**src/logic/jcpa_regs.svh**
```systemverilog
/*
 constants for the jtag configuration port arbiter: command field positions,
 opcodes, special addresses, timing counts.
 assumes inclusion by bare name from the package and the arbiter module.
*/
`ifndef JCPA_REGS_SVH
`define JCPA_REGS_SVH

// scan register and command fields
`define JCPA_SCAN_LEN 32
`define JCPA_DATA_MSB 15
`define JCPA_DATA_LSB 0
`define JCPA_ADDR_MSB 25
`define JCPA_ADDR_LSB 16
`define JCPA_OP_MSB 29
`define JCPA_OP_LSB 26

// operation codes
`define JCPA_OP_NOP 4'h0
`define JCPA_OP_READ 4'h1
`define JCPA_OP_WRITE 4'h2

// special addresses and values
`define JCPA_ADDR_LOCK 10'h000
`define JCPA_ADDR_AUX 10'h002
`define JCPA_ADDR_RESET 10'h003
`define JCPA_VAL_ONE 16'h0001
`define JCPA_VAL_ZERO 16'h0000

// reset values
`define JCPA_HELD_RST 16'h0000

// timing: bound for jtag write resolution and lock release, in port clocks
`define JCPA_RESOLVE_CYCLES 18
// port clocks the lock stays high after the port clock starts
`define JCPA_WAKE_CYCLES 5'd16
// port clock absence timeout, in sys_clk cycles
`define JCPA_IDLE_CYCLES 8'd64

// access modes
`define JCPA_MODE_FULL 2'h0
`define JCPA_MODE_READONLY 2'h1
`define JCPA_MODE_OFF 2'h2

`endif

```
**src/logic/jcpa_pkg.sv**
```systemverilog
/*
 types for the jtag configuration port arbiter.
 assumes jcpa_regs.svh is on the include path.
*/
`include "jcpa_regs.svh"

package jcpa_pkg;

    // one access to the configuration register port
    typedef struct packed {
        logic we;
        logic [9:0] addr;
        logic [15:0] wdata;
    } jcpa_req_s;

    // tap signals after synchronisation
    typedef struct packed {
        logic tck;
        logic tdi;
        logic tms_unused;
        logic sel;
        logic capture;
        logic shift;
        logic update;
        logic tlr;
    } jcpa_tap_s;

    // arbiter states
    typedef enum logic [4:0] {
        JCPA_IDLE = 5'b00001,
        JCPA_FAB = 5'b00010,
        JCPA_JTAG = 5'b00100,
        JCPA_FWAIT = 5'b01000,
        JCPA_JWAIT = 5'b10000
    } jcpa_state_e;

endpackage : jcpa_pkg

```
**src/logic/jcpa_arbiter.sv**
```systemverilog
/*
 jtag configuration port arbiter: shares one 16-bit configuration register
 port between a fabric requester and a 32-bit jtag scan register.
 assumes the tap controller state decode (capture, shift, update)
 and the instruction select arrive as pins in the tck domain; a tck edge
 is found by sampling on sys_clk, so tck must be well under sys_clk/4.
 the configuration register port is a one-cycle request, one-cycle done
 memory style port on sys_clk; port_clock activity is sensed as a pin.
*/
// Implementation choices: the placing of the registers and strobed register access.
`timescale 1ns/10ps
`include "jcpa_regs.svh"

module jcpa_arbiter (
    input wire logic sys_clk, // block clock, 40 MHz
    input wire logic nrst, // asynchronous reset, active low
    input wire logic tck_pin, // jtag clock pin
    input wire logic tdi_pin, // jtag data in
    input wire logic ir_sel_pin, // monitor instruction is loaded
    input wire logic capture_dr_pin, // tap in capture-dr
    input wire logic shift_dr_pin, // tap in shift-dr
    input wire logic update_dr_pin, // tap in update-dr
    output logic tdo, // jtag data out
    input wire logic port_clock, // configuration port clock pin
    input wire logic configured, // device configuration done
    input wire logic [1:0] jtag_mode, // jtag access mode
    input wire logic fab_req, // fabric request strobe
    input wire logic fab_we, // fabric write
    input wire logic [9:0] fab_addr, // fabric address
    input wire logic [15:0] fab_wdata, // fabric write data
    output logic [15:0] fab_rdata, // fabric read data
    output logic port_done_strobe, // fabric access finished
    output logic fab_refused, // fabric access refused, lock high
    output logic jtag_txn_active, // jtag transaction busy
    output logic jtag_wrote_flag, // jtag modified port
    output logic jtag_owns_port, // fabric locked out
    output logic cfg_req, // configuration port request
    output jcpa_pkg::jcpa_req_s cfg_cmd, // configuration port command
    input wire logic cfg_done, // configuration port done
    input wire logic [15:0] cfg_rdata, // configuration port read data
    output logic aux_enable, // auxiliary inputs enabled
    output logic monitor_reset // monitor reset pulse
);

    localparam int SYNC_W = 10; // synchronised pin count

    // raw pins gathered for the synchroniser
    logic [SYNC_W-1:0] pins_raw;
    logic [SYNC_W-1:0] sync1_q; // first stage, read only by second
    logic [SYNC_W-1:0] sync2_q; // second stage
    logic tck_prev_q; // tck one sample ago
    logic tck_rise;
    logic tck_fall;
    logic s_tck, s_tdi, s_sel, s_cap, s_shift, s_upd, s_pclk, s_cfgd;
    logic [1:0] s_mode; // access mode after sync

    assign pins_raw = {jtag_mode, configured, port_clock, update_dr_pin, shift_dr_pin,
                       capture_dr_pin, ir_sel_pin, tdi_pin, tck_pin};

    // two-flop synchroniser for every pin
    genvar gi;
    generate
        for (gi = 0; gi < SYNC_W; gi++) begin : g_sync
            always_ff @(posedge sys_clk or negedge nrst) begin
                if (!nrst) begin
                    sync1_q[gi] <= 1'b0;
                    sync2_q[gi] <= 1'b0;
                end else begin
                    sync1_q[gi] <= pins_raw[gi];
                    sync2_q[gi] <= sync1_q[gi];
                end
            end
        end
    endgenerate

    assign {s_mode, s_cfgd, s_pclk, s_upd, s_shift, s_cap, s_sel, s_tdi, s_tck} = sync2_q;

    // tck edge detection on the synchronised copy
    always_ff @(posedge sys_clk or negedge nrst) begin
        if (!nrst) begin
            tck_prev_q <= 1'b0;
        end else begin
            tck_prev_q <= s_tck;
        end
    end

    assign tck_rise = s_tck & ~tck_prev_q;
    assign tck_fall = ~s_tck & tck_prev_q;

    // scan register and held port data
    logic [`JCPA_SCAN_LEN-1:0] scan_q; // 32-bit scan register
    logic [15:0] held_q; // last jtag port data for capture
    logic tdo_q;
    logic cmd_pend_q; // update seen, command waiting
    logic [`JCPA_SCAN_LEN-1:0] cmd_q; // command latched at update

    // command fields
    logic [3:0] cmd_op;
    logic [9:0] cmd_addr;
    logic [15:0] cmd_data;
    assign cmd_op = cmd_q[`JCPA_OP_MSB:`JCPA_OP_LSB];
    assign cmd_addr = cmd_q[`JCPA_ADDR_MSB:`JCPA_ADDR_LSB];
    assign cmd_data = cmd_q[`JCPA_DATA_MSB:`JCPA_DATA_LSB];

    // capture, shift and update on tck rising edges
    always_ff @(posedge sys_clk or negedge nrst) begin
        if (!nrst) begin
            scan_q <= '0;
        end else if (tck_rise && s_sel) begin // host selected us
            if (s_cap) begin
                scan_q <= {16'h0000, held_q}; // held data, upper zero
            end else if (s_shift) begin
                scan_q <= {s_tdi, scan_q[`JCPA_SCAN_LEN-1:1]}; // lsb out first
            end
        end
    end

    // tdo changes on the falling tck edge
    always_ff @(posedge sys_clk or negedge nrst) begin
        if (!nrst) begin
            tdo_q <= 1'b0;
        end else if (tck_fall && s_sel && s_shift) begin
            tdo_q <= scan_q[0];
        end
    end

    assign tdo = tdo_q;

    // arbiter state machine
    jcpa_pkg::jcpa_state_e state_q;
    logic fab_pend_q; // queued fabric request
    jcpa_pkg::jcpa_req_s fab_hold_q; // queued fabric command
    logic jtag_upd_evt; // update-dr seen
    logic jtag_allowed; // mode permits this opcode
    logic fab_ok; // fabric may use the port
    logic pclk_ready;

    assign jtag_upd_evt = tck_rise && s_sel && s_upd;

    // mode filter on jtag opcodes
    always_comb begin
        jtag_allowed = 1'b0;
        case (s_mode)
            `JCPA_MODE_FULL: jtag_allowed = (cmd_op == `JCPA_OP_READ) ||
                                            (cmd_op == `JCPA_OP_WRITE);
            `JCPA_MODE_READONLY: jtag_allowed = (cmd_op == `JCPA_OP_READ);
            default: jtag_allowed = 1'b0;
        endcase
    end

    // latch command at update-dr, mark busy
    always_ff @(posedge sys_clk or negedge nrst) begin
        if (!nrst) begin
            cmd_q <= '0;
            cmd_pend_q <= 1'b0;
        end else if (jtag_upd_evt) begin
            cmd_q <= scan_q;
            cmd_pend_q <= 1'b1;
        end else if (state_q == jcpa_pkg::JCPA_IDLE && (pclk_ready || !jtag_allowed)) begin
            cmd_pend_q <= 1'b0; // taken or dropped; waits while port not ready
        end
    end

    // busy spans pending and executing jtag transaction
    always_ff @(posedge sys_clk or negedge nrst) begin
        if (!nrst) begin
            jtag_txn_active <= 1'b0;
        end else if (jtag_upd_evt) begin
            jtag_txn_active <= 1'b1;
        end else if ((state_q == jcpa_pkg::JCPA_JWAIT && cfg_done) ||
                     (state_q == jcpa_pkg::JCPA_IDLE && cmd_pend_q && !jtag_allowed)) begin
            jtag_txn_active <= 1'b0;
        end
    end

    assign fab_ok = !jtag_owns_port;

    // queue one fabric request; refused while locked
    always_ff @(posedge sys_clk or negedge nrst) begin
        if (!nrst) begin
            fab_pend_q <= 1'b0;
            fab_hold_q <= '0;
        end else if (fab_req && fab_ok) begin // one outstanding
            fab_pend_q <= 1'b1;
            fab_hold_q <= '{we: fab_we, addr: fab_addr, wdata: fab_wdata};
        end else if (state_q == jcpa_pkg::JCPA_FAB) begin
            fab_pend_q <= 1'b0;
        end
    end

    always_ff @(posedge sys_clk or negedge nrst) begin
        if (!nrst) begin
            fab_refused <= 1'b0;
        end else begin
            fab_refused <= fab_req && !fab_ok;
        end
    end

    // one port transaction at a time; jtag first unless fabric running
    always_ff @(posedge sys_clk or negedge nrst) begin
        if (!nrst) begin
            state_q <= jcpa_pkg::JCPA_IDLE;
        end else begin
            case (state_q)
                jcpa_pkg::JCPA_IDLE: begin
                    if (cmd_pend_q && jtag_allowed && pclk_ready) begin
                        state_q <= jcpa_pkg::JCPA_JTAG;
                    end else if (fab_pend_q && !cmd_pend_q && !jtag_txn_active && fab_ok) begin
                        state_q <= jcpa_pkg::JCPA_FAB;
                    end
                end
                jcpa_pkg::JCPA_FAB: state_q <= jcpa_pkg::JCPA_FWAIT;
                jcpa_pkg::JCPA_FWAIT: begin
                    if (cfg_done) begin
                        state_q <= jcpa_pkg::JCPA_IDLE; // fabric done before jtag
                    end
                end
                jcpa_pkg::JCPA_JTAG: state_q <= jcpa_pkg::JCPA_JWAIT;
                jcpa_pkg::JCPA_JWAIT: begin
                    if (cfg_done) begin
                        state_q <= jcpa_pkg::JCPA_IDLE;
                    end
                end
                default: state_q <= jcpa_pkg::JCPA_IDLE;
            endcase
        end
    end

    // port request and command registers
    always_ff @(posedge sys_clk or negedge nrst) begin
        if (!nrst) begin
            cfg_req <= 1'b0;
            cfg_cmd <= '0;
        end else begin
            cfg_req <= 1'b0;
            if (state_q == jcpa_pkg::JCPA_IDLE && cmd_pend_q && jtag_allowed && pclk_ready) begin
                cfg_req <= 1'b1;
                cfg_cmd <= '{we: (cmd_op == `JCPA_OP_WRITE), addr: cmd_addr,
                             wdata: cmd_data};
            end else if (state_q == jcpa_pkg::JCPA_IDLE && fab_pend_q && !cmd_pend_q &&
                         !jtag_txn_active && fab_ok) begin
                cfg_req <= 1'b1;
                cfg_cmd <= fab_hold_q;
            end
        end
    end

    // held data: written value or fresh read result
    always_ff @(posedge sys_clk or negedge nrst) begin
        if (!nrst) begin
            held_q <= `JCPA_HELD_RST;
        end else if (state_q == jcpa_pkg::JCPA_JWAIT && cfg_done) begin
            held_q <= cfg_cmd.we ? cfg_cmd.wdata : cfg_rdata;
        end
    end

    // fabric answer and done strobe
    always_ff @(posedge sys_clk or negedge nrst) begin
        if (!nrst) begin
            port_done_strobe <= 1'b0;
            fab_rdata <= 16'h0000;
        end else begin
            port_done_strobe <= state_q == jcpa_pkg::JCPA_FWAIT && cfg_done;
            if (state_q == jcpa_pkg::JCPA_FWAIT && cfg_done) begin
                fab_rdata <= cfg_rdata;
            end
        end
    end

    logic jwrite_done;
    assign jwrite_done = state_q == jcpa_pkg::JCPA_JWAIT && cfg_done && cfg_cmd.we;

    // modified flag: set wins over fabric clear
    always_ff @(posedge sys_clk or negedge nrst) begin
        if (!nrst) begin
            jtag_wrote_flag <= 1'b0;
        end else if (jwrite_done) begin
            jtag_wrote_flag <= 1'b1;
        end else if (state_q == jcpa_pkg::JCPA_FAB) begin
            jtag_wrote_flag <= 1'b0;
        end
    end

    // port clock activity: edges restart the idle timer
    logic pclk_prev_q;
    logic [7:0] idle_cnt_q;
    logic [4:0] wake_cnt_q;
    logic pclk_edge;
    assign pclk_edge = s_pclk & ~pclk_prev_q;

    always_ff @(posedge sys_clk or negedge nrst) begin
        if (!nrst) begin
            pclk_prev_q <= 1'b0;
            idle_cnt_q <= 8'h00;
            wake_cnt_q <= 5'h00;
        end else begin
            pclk_prev_q <= s_pclk;
            if (pclk_edge) begin
                idle_cnt_q <= 8'h00;
                if (wake_cnt_q != `JCPA_WAKE_CYCLES) begin
                    wake_cnt_q <= wake_cnt_q + 5'h01;
                end
            end else if (idle_cnt_q != `JCPA_IDLE_CYCLES) begin
                idle_cnt_q <= idle_cnt_q + 8'h01;
            end else begin
                wake_cnt_q <= 5'h00; // clock lost, not ready again
            end
        end
    end

    assign pclk_ready = wake_cnt_q == `JCPA_WAKE_CYCLES;

    // lock by jtag write at 00h
    logic lock_q;
    always_ff @(posedge sys_clk or negedge nrst) begin
        if (!nrst) begin
            lock_q <= 1'b0;
        end else if (jwrite_done && cfg_cmd.addr == `JCPA_ADDR_LOCK) begin
            if (cfg_cmd.wdata == `JCPA_VAL_ONE) begin
                lock_q <= 1'b1;
            end else if (cfg_cmd.wdata == `JCPA_VAL_ZERO) begin
                lock_q <= 1'b0;
            end
        end
    end

    assign jtag_owns_port = lock_q || !pclk_ready;

    // aux enable before configuration, reset pulse at 03h
    always_ff @(posedge sys_clk or negedge nrst) begin
        if (!nrst) begin
            aux_enable <= 1'b0;
            monitor_reset <= 1'b0;
        end else begin
            monitor_reset <= jwrite_done && cfg_cmd.addr == `JCPA_ADDR_RESET;
            if (jwrite_done && !s_cfgd && cfg_cmd.addr == `JCPA_ADDR_AUX &&
                cfg_cmd.wdata == `JCPA_VAL_ONE) begin
                aux_enable <= 1'b1;
            end
        end
    end

endmodule : jcpa_arbiter

```
**config.mk**
```make
export PLATFORM = sky130hd
export DESIGN_NAME = jcpa_arbiter
export DESIGN_NICKNAME = d
export VERILOG_FILES = /design/src/logic/jcpa_pkg.sv /design/src/logic/jcpa_arbiter.sv
export VERILOG_INCLUDE_DIRS = /design/src /design/src/logic
export SDC_FILE = /design/constraint.sdc
export NUM_CORES = 1
export LEC_CHECK = 0
export ABC_AREA = 1
export BUFFER_PORTS_ARGS = -buffer_cell sky130_fd_sc_hd__buf_2
export CAP_MARGIN = 0
export CORE_ASPECT_RATIO = 1.5
export CORE_MARGIN = 2
export CORE_UTILIZATION = 45
export CTS_BUF_LIST = sky130_fd_sc_hd__clkbuf_4 sky130_fd_sc_hd__clkbuf_8
export DETAILED_ROUTE_END_ITERATION = 12
export PLACE_DENSITY_LB_ADDON = 0.15
export SETUP_SLACK_MARGIN = 0.3
export SLEW_MARGIN = 10
export SYNTH_ARGS = -nofsm -noshare
export SYNTH_HDL_FRONTEND = slang
export SYNTH_SLANG_ARGS = --single-unit
```
**constraint.sdc**
```tcl
create_clock -name sys_clk -period 3.3 [get_ports sys_clk]
set_input_delay 0.66 -clock sys_clk [delete_from_list [all_inputs] [get_ports sys_clk]]
set_output_delay 0.66 -clock sys_clk [all_outputs]
set_load 0.02 [all_outputs]
```
==> results of run 1 <==
[critical path: cells and delay by family, from the launching register on]
family        cells  cell delay (ns)
flops             1             0.44
fa+ha+maj         1             0.13
simple gates      3             0.35
buf+inv           4             0.37
[how the worst max path moves through the flow]
| stage | start | to | slack [ns] | cells past startpoint |
|---|---|---|---|---|
| 3_5_place_dp | wake_cnt_q[0] | cfg_cmd[19] | 1.11 | 11 |
| 6_report | wake_cnt_q[0] | jtag_owns_port | 0.87 | 8 |
| 3_3_place_gp | wake_cnt_q[0] | cfg_cmd[26] | 1.13 | 11 |
| 4_1_cts | wake_cnt_q[0] | jtag_owns_port | 0.83 | 8 |
| 2_1_floorplan | wake_cnt_q[0] | jtag_owns_port | 1.62 | 7 |
| 5_1_grt | wake_cnt_q[0] | jtag_owns_port | 0.72 | 8 |
[per-layer routing]
metal	part of all wire, %	GRT usage [%]	up-vias
met5	0	0	-
met2	47	31.9	131
met1	47	29.7	3104
met3	3.6	4.83	29
met4	2.6	7.06	0
li1	-	-	3230
[final cells by class]
type / instances / area, um2 / area share, %
clock buffer: 18 / 248 / 2.55
clock inverter: 14 / 148 / 1.52
inverter: 115 / 432 / 4.44
multi-input combinational: 591 / 2940 / 30.3
sequential: 199 / 4980 / 51.3
tap: 256 / 320 / 3.30
timing repair buffer: 116 / 647 / 6.66
[logic make-up after synthesis]
logic type	Yosys count	share of synthesized area [%]
AND/OR/NAND/NOR	427	23.6
XOR/XNOR	2	0.203
flip-flops	199	57.8
adder cells (fa/ha/maj)	4	0.581
buffers and inverters	160	8.05
AO/OA/AOI/OAI	158	9.76
[power breakdown]
group | switching [mW] | internal, mW
Clock | 0.893 | 0.697
Combinational | 0.795 | 0.433
Sequential | 0.248 | 2.80
[flip-flops by register name, indices dropped and copies added (netlist names), 2 cells and up]
name	flops
scan_q	32
cmd_q	30
cfg_cmd	27
fab_hold_q	27
fab_rdata	16
held_q	16
sync1_q	10
idle_cnt_q	8
state_q	5
wake_cnt_q	5
s_mode	2
[through the flow]
step	total power [mW]	setup WS (ns)	std cells	hold WS, ns
3_3_place_gp	4.31	1.13	1277	0.331
5_1_grt	6.25	0.718	1309	0.197
2_1_floorplan	3.84	1.62	950	0.331
4_1_cts	5.92	0.831	1309	0.201
3_5_place_dp	4.34	1.11	1277	0.335
6_report	5.86	0.868	1309	0.177
[layout by cell type, fill, tap and decap left out, drive strengths merged]
| cell | n |
|---|---|
| o21ai | 105 |
| bufinv | 2 |
| dfrtp | 198 |
| a21oi | 35 |
| and2 | 1 |
| and3 | 1 |
| dfstp | 1 |
| nor2 | 58 |
| a2111oi | 1 |
| nand2 | 230 |
| nor3 | 7 |
| nand4 | 8 |
| nor3b | 1 |
| xor2 | 1 |
| clkbuf | 19 |
| clkinv | 3 |
| o21a | 1 |
| xnor2 | 1 |
| inv | 119 |
| o211ai | 16 |
| clkinvlp | 5 |
| nand3b | 26 |
| ha | 4 |
| buf | 115 |
| nand3 | 94 |
| or2 | 1 |
==> run metrics, run 1 <==
final net count 1101; pin count of the biggest net entering global routing 76; wire per inst 15.1 um; initial antenna violation count 0; fin crit share 73.7%; clk root buf clkbuf_8; Yosys reg bits 199; largest cells by area after synthesis dfrtp_1 58%, nand2_1 9.9%, o21ai_0 5.9%, inv_1 4.8%, nand3_1 4.3%; DPL Wire Length 13900 um; Worst Setup End Kind output pin; Synth Instances 950; Final min period 2.43 ns; vias in the first global route 6384; CP max FO 5; remaining global-route overflow 0; ys flop type dfrtp_1; gpl congestion 0.807; worst r2r dst cfg_cmd[19]; num ports 109; LEAKAGE 4.87 nW; DRT iter0 DRCs 451; fillers 1869; count leader, synth nand2_1; Mapped Area 0.00861 mm2; share of the synthesized area in the top cell type 57.5%; sequential area share after synthesis 57.8%; status completed; Crit path top cell by count inv_1; final hold vios 0; post-DR vias/cell 4.96; Mapped Avg Cell Area 9.07 um2; DR DRC count 0; Post-synth ARST share 100%; R2R Path Start wake_cnt_q[0]; Critical Path, Cell by Cell inv_1 -> ha_1 -> nand2_1 -> inv_1 -> nand2_2 -> nor2_4 -> inv_1 -> buf_2; RSZ-0062 raised after global routing false; crit path kind flop to output pin; CORE AREA 0.0189 mm2; post-CTS sizing 0; CP max stage cell dfrtp_1; HP Class primary input to asynchronous set/reset pin; gr usage total 21.0%; TNS Setup 0 ns; first-pass GRT wire length 33000 um; fmax 0.411 GHz; Hold Buf Count CTS 0; syn_nets 1011; cell count of the worst reg-to-reg path 11; clk_skew 0.0115 ns; row cnt 62; Die X 117 um; Layout area overhead 12.8%; Crit path largest cell delay 0.44 ns; TritonCTS buffer count 17; Clock Sinks 199; die span in y 173 um; Total Wirelength 19800 um; Critical Path AT 1.77 ns; total number of vias 6494; Startpoint Class flop; setup slack, reg-to-reg 1.05 ns; Design Area, Final 0.00972 mm2; IO Port Bufs 108; # diodes 0; Placement Cell Area 0.00932 mm2; CTS HTree Levels 4; Synth area leader dfrtp_1; router iterations before antenna repair 5; Worst IR Drop VDD 0.000251 V; DIE AREA 0.0203 mm2; yosys synthesis warning count 0; Commonest cells post-synth 227 x nand2_1, 198 x dfrtp_1, 111 x inv_1; Initial Util 45.5%; Final setup viols 0; CTS tree yes; Routed Antenna Nets 0; number of synthesized flops with an enable pin 0; Clock transition at path regs 0.10 ns; worst slew margin relative to its limit 34.9%; clock buffer depth 2; layout cells sized above 1 17.9%; max-slew violations 0; final core utilization 51.3%; Yosys cell types 37; worst skew pair latency 0.49 ns; MaxCap Viol Count 0; Power per Cell Area 603 mW/mm2; Worst Max-Slew Pin Slew 0.974 ns; Post-CTS Repair Setup Buffers 0; critical path required time 2.64 ns
Note: power is estimated with default switching activity, not from simulation.
==> inputs of run 2 (changes only) <==
- clock period: 3.3 -> 2 ns (I/O delays scaled with it)
==> run 2 against run 1 <==
Net effect: global-route usage increased by 0.98 points; power increased by 66%; wire length increased by 7.8%.
==> run metrics, run 2 (synthesis results as in run 1) <==
most frequent cells in the layout 224 x nand2_1, 198 x dfrtp_1, 106 x buf_2; wire per inst 15.9 um; final net count 1138; Placement Cell Area 0.00945 mm2; Power per Cell Area 949 mW/mm2; gr usage total 22.0%; Final setup viols 0; Routed Antenna Nets 0; DRT iter0 DRCs 336; num ports 109; max reg flops 32; final hold vios 0; # diodes 0; first-pass GRT wire length 34600 um; Critical Path AT 2.34 ns; register area 0.00498 mm2; RSZ-0062 raised after global routing true; hold path start jtag_mode[0]; vias in the first global route 6640; placed insts 1287; DPL Wire Length 14000 um; Design Area, Final 0.0103 mm2; worst skew pair latency 0.46 ns; max-slew violations 0; Total Wirelength 21300 um; Layout area overhead 19.3%; post-DR vias/cell 4.98; Worst IR Drop VDD 0.000416 V; layout cells sized above 1 21.9%; Crit. Startpoint wake_cnt_q[0]; Final min period 1.93 ns; TritonCTS buffer count 17; clock buffer depth 2; Worst Setup End Kind flop; remaining global-route overflow 0; router iterations before antenna repair 5; largest register by flop count scan_q; gpl congestion 0.844; DIE AREA 0.0203 mm2; initial antenna violation count 0; Worst Max-Slew Pin Slew 0.478 ns; Clock transition at path regs 0.10 ns; clk root buf clkbuf_8; pin count of the biggest net entering global routing 74; multi-input combinational cell area 0.00311 mm2; Startpoint Class flop; critical path required time 2.40 ns; R2R Path Start wake_cnt_q[0]; fin crit share 96.7%; Die X 117 um; HP Class primary input to flop; row cnt 62; Largest regs scan_q: 32 flops, cmd_q: 30 flops; CP max FO 5; DR DRC count 0; Clock Sinks 199; fmax 0.517 GHz; most common cell after layout, fill and taps aside nand2_1; TNS Setup 0 ns; Initial Util 45.5%; CORE AREA 0.0189 mm2; CTS HTree Levels 4; crit path kind flop to flop; total number of vias 6709; IO Port Bufs 108; fillers 1787; CTS tree yes; MaxCap Viol Count 0; fin cells 1346; die span in y 173 um; clk_skew 0.0144 ns; LEAKAGE 5.11 nW; worst slew margin relative to its limit 68.1%; status completed
==> run 2: per-layer routing <==
layer,track usage (%),up-vias,routed length (um)
met5,0,-,0
met4,7.75,0,610
met3,3.60,33,835
met2,34.7,148,10400
met1,30.6,3214,9530
li1,-,3314,-
==> run 2: where the power goes <==
group	switching [mW]	internal (mW)	leakage (nW)	total (mW)
Sequential	0.392	4.62	2.49	5.01
Combinational	1.41	0.821	2.42	2.23
Clock	1.38	1.14	0.199	2.52
Total	3.18	6.58	5.11	9.75
==> run 2: through the flow <==
step                setup slack, ns  total power [mW]  hold slack (ns)  utilization (%)
CTS                          0.0338              9.79          0.00970             53.5
finish                       0.0655              9.75           0.0324             54.3
global placement              0.230              7.10            0.269             49.9
floorplan                     0.414              6.34            0.104                -
global route                0.00581              10.3          0.00686             54.3
detailed placement            0.175              7.15            0.267             49.9
==> run 2: final timing paths <==
kind | to | slack [ns] | cells past startpoint
worst max-delay path | cfg_cmd[7] | 0.07 | 13
worst min-delay path | sync1_q[8] | 0.03 | 1
worst max register to register | cfg_cmd[7] | 0.07 | 13
worst min register to register | s_sel | 0.35 | 0
max in group asynchronous | state_q[0] | 0.99 | 3
min in group asynchronous | cfg_req | 0.33 | 2
==> run 2: worst max-delay path, stage by stage (launching register included) <==
cell	delay [ns]
dfrtp_1	0.41
inv_2	0.08
ha_4	0.13
nand2_2	0.04
inv_2	0.06
nand2_4	0.05
buf_4	0.15
nor2_4	0.18
nand3_4	0.11
a21oi_4	0.24
buf_6	0.17
clkbuf_16	0.16
nand3_2	0.05
nand2_1	0.06
==> run 2: repair_timing <==
action                                  in CTS  in global routing
cloned                                       5                  4
hold buffers                                 1                  0
pin swaps                                    4                  6
endpoints found under the hold margin       12                  0
buffers inserted                            13                  4
resized for setup                           21                 21
endpoints found under the setup margin      29                 74
==> run 2: layout make-up <==
type	instances	area share (%)
multi-input cells	595	30.3
flip-flops and latches	199	48.5
inverters	115	4.24
repair inverters	3	0.195
repair buffers	146	10.0
clock inverters	7	0.682
well taps	256	3.12
clock buffers	25	2.98
==> inputs of run 3 (changes only) <==
- HOLD_SLACK_MARGIN: default -> 0.15
==> run 3 against run 2 <==
Net effect: sequential power is essentially flat; register-to-register slack hardly changed; clock power is essentially flat; wire length is 0.67% higher; core utilization grew 1.2 points; via count up 1.4%; maximum frequency barely moved; global-route usage rose by 0.20 points; clock skew barely moved; design area increased by 2.1%; hold slack gained 0.14 ns; critical path type unchanged; critical endpoint is now cfg_cmd[10].
==> run metrics, run 3 (synthesis results as in run 1) <==
status completed; # diodes 0; Worst Max-Slew Pin Slew 0.476 ns; gr usage total 22.2%; combinational share of power 23.1%; busiest grt layer met2; CTS tree yes; initial antenna violation count 0; die span in y 173 um; clk root buf clkbuf_8; Design Area, Final 0.0105 mm2; crit path kind flop to flop; most common cell after layout, fill and taps aside nand2_1; most frequent cells in the layout 224 x nand2_1, 198 x dfrtp_1, 106 x buf_2; clk_skew 0.0147 ns; min setup slack post-route 0.0655 ns; vias in the first global route 6754; critical path required time 2.40 ns; wire per inst 15.7 um; GR Util met2 35.3%; CORE AREA 0.0189 mm2; cell count of the worst reg-to-reg path 13; CP max FO 5; placed insts 1287; first-pass GRT wire length 35000 um; TNS Setup 0 ns; DR DRC count 0; layout cells sized above 1 21.5%; Initial Util 45.5%; total number of vias 6800; pin count of the biggest net entering global routing 74; final net count 1160; largest register by flop count scan_q; MaxCap Viol Count 0; Power per Cell Area 932 mW/mm2; post-DR vias/cell 4.97; clock buffer depth 2; Worst IR Drop VDD 0.000417 V; Worst Setup End Kind flop; met3 Usage GRT 3.60%; DIE AREA 0.0203 mm2; router iterations before antenna repair 6; Die X 117 um; DRT iter0 DRCs 344; Clock transition at path regs 0.10 ns; switching share of power 32.5%; max-slew violations 0; HP Class primary input to flop; fin cells 1368; Final setup viols 0; DP Worst Slack 0.175 ns; final hold vios 0; LEAKAGE 5.20 nW; max reg flops 32; Critical Path, Cell by Cell inv_2 -> ha_4 -> nand2_2 -> inv_2 -> nand2_4 -> buf_4 -> nor2_4 -> nand3_4 -> a21oi_4 -> buf_6 -> clkbuf_16 -> nand3_2 -> nand2_1; RSZ-0062 raised after global routing true; Placement Cell Area 0.00945 mm2; Int Power 6.61 mW; met1 Use GR 30.7%; WHS Path Cells 3; Critical Path AT 2.33 ns; Crit path top cell by count inv_2; Crit path largest cell delay 0.41 ns; net switching power 3.18 mW; DPL Wire Length 14000 um; CTS HTree Levels 4; Total Wirelength 21500 um; Largest regs scan_q: 32 flops, cmd_q: 30 flops; TritonCTS buffer count 17; final core utilization 55.5%; fmax 0.517 GHz; Layout area overhead 21.9%; Final min period 1.93 ns; IO Port Bufs 108; Clock Sinks 199; worst skew pair latency 0.46 ns; CP max stage cell dfrtp_1; row cnt 62; clock share of power 25.7%; num ports 109; remaining global-route overflow 0; Routed Antenna Nets 0; Sequential Power Share 51.2%; gpl congestion 0.844; worst slew margin relative to its limit 68.2%; Startpoint Class flop; fin crit share 96.7%
## run 3: cell count changes in the layout (fill, tap and decap cells not counted), sizes merged
cell | previous run | this run
dlygate4sd3 | 1 | 23
## run 3: layout make-up
cell class,instances,area [um2]
tap,256,320
clock inverter,7,70.1
multi-input combinational,595,3110
fill,1766,8430
inverter,115,435
sequential,199,4980
clock buffer,25,307
timing repair buffer,168,1250
timing repair inverter,3,20.0
## run 3: routing by layer
metal  share of wire, %  vias to the layer above  wire [um]
met2                 49                      164      10500
met3                4.0                       30        852
li1                   -                     3362          -
met4                2.7                        0        582
met5                  0                        -          0
met1                 45                     3244       9570
## run 3: through the flow
| step | total power, mW | hold slack, ns |
|---|---|---|
| after floorplan | 6.34 | 0.104 |
| after global placement | 7.10 | 0.269 |
| after detailed placement | 7.15 | 0.267 |
| after CTS | 9.82 | 0.158 |
| after global routing | 10.4 | 0.162 |
| final | 9.79 | 0.172 |
## run 3: power by group through the flow
stage | Sequential (mW) | Combinational [mW] | Clock (mW)
after global placement | 5.08 | 2.03 | 0
after CTS | 5.01 | 2.24 | 2.57
after global routing | 5.08 | 2.55 | 2.74
final | 5.01 | 2.26 | 2.52
after floorplan | 5.17 | 1.18 | 0
after detailed placement | 5.08 | 2.07 | 0
## run 3: path summary, 6_finish.rpt
kind,startpoint,end,slack (ns)
min in group asynchronous,nrst,cfg_req,0.33
max in group asynchronous,nrst,state_q[0],0.99
setup / recovery,wake_cnt_q[0],cfg_cmd[10],0.07
hold reg to reg,sync1_q[2],s_sel,0.35
hold / removal,fab_addr[0],fab_hold_q[16],0.17
setup reg to reg,wake_cnt_q[0],cfg_cmd[10],0.07
## run 3: what timing repair did
| item | 4_1_cts | 5_1_grt |
|---|---|---|
| hold endpoints to repair | 220 | 0 |
| resized for setup | 21 | 21 |
| hold buffers | 23 | 0 |
| setup endpoints to repair | 29 | 74 |
| pin swaps | 4 | 6 |
| setup buffers | 13 | 4 |
| cloned | 5 | 4 |
## run 3: worst max-delay path: cells and delay by family (launching register included)
family | cells | cell delay [ns]
compound gates | 1 | 0.24
buf+inv | 5 | 0.62
flops | 1 | 0.41
fa+ha+maj | 1 | 0.13
simple gates | 6 | 0.48
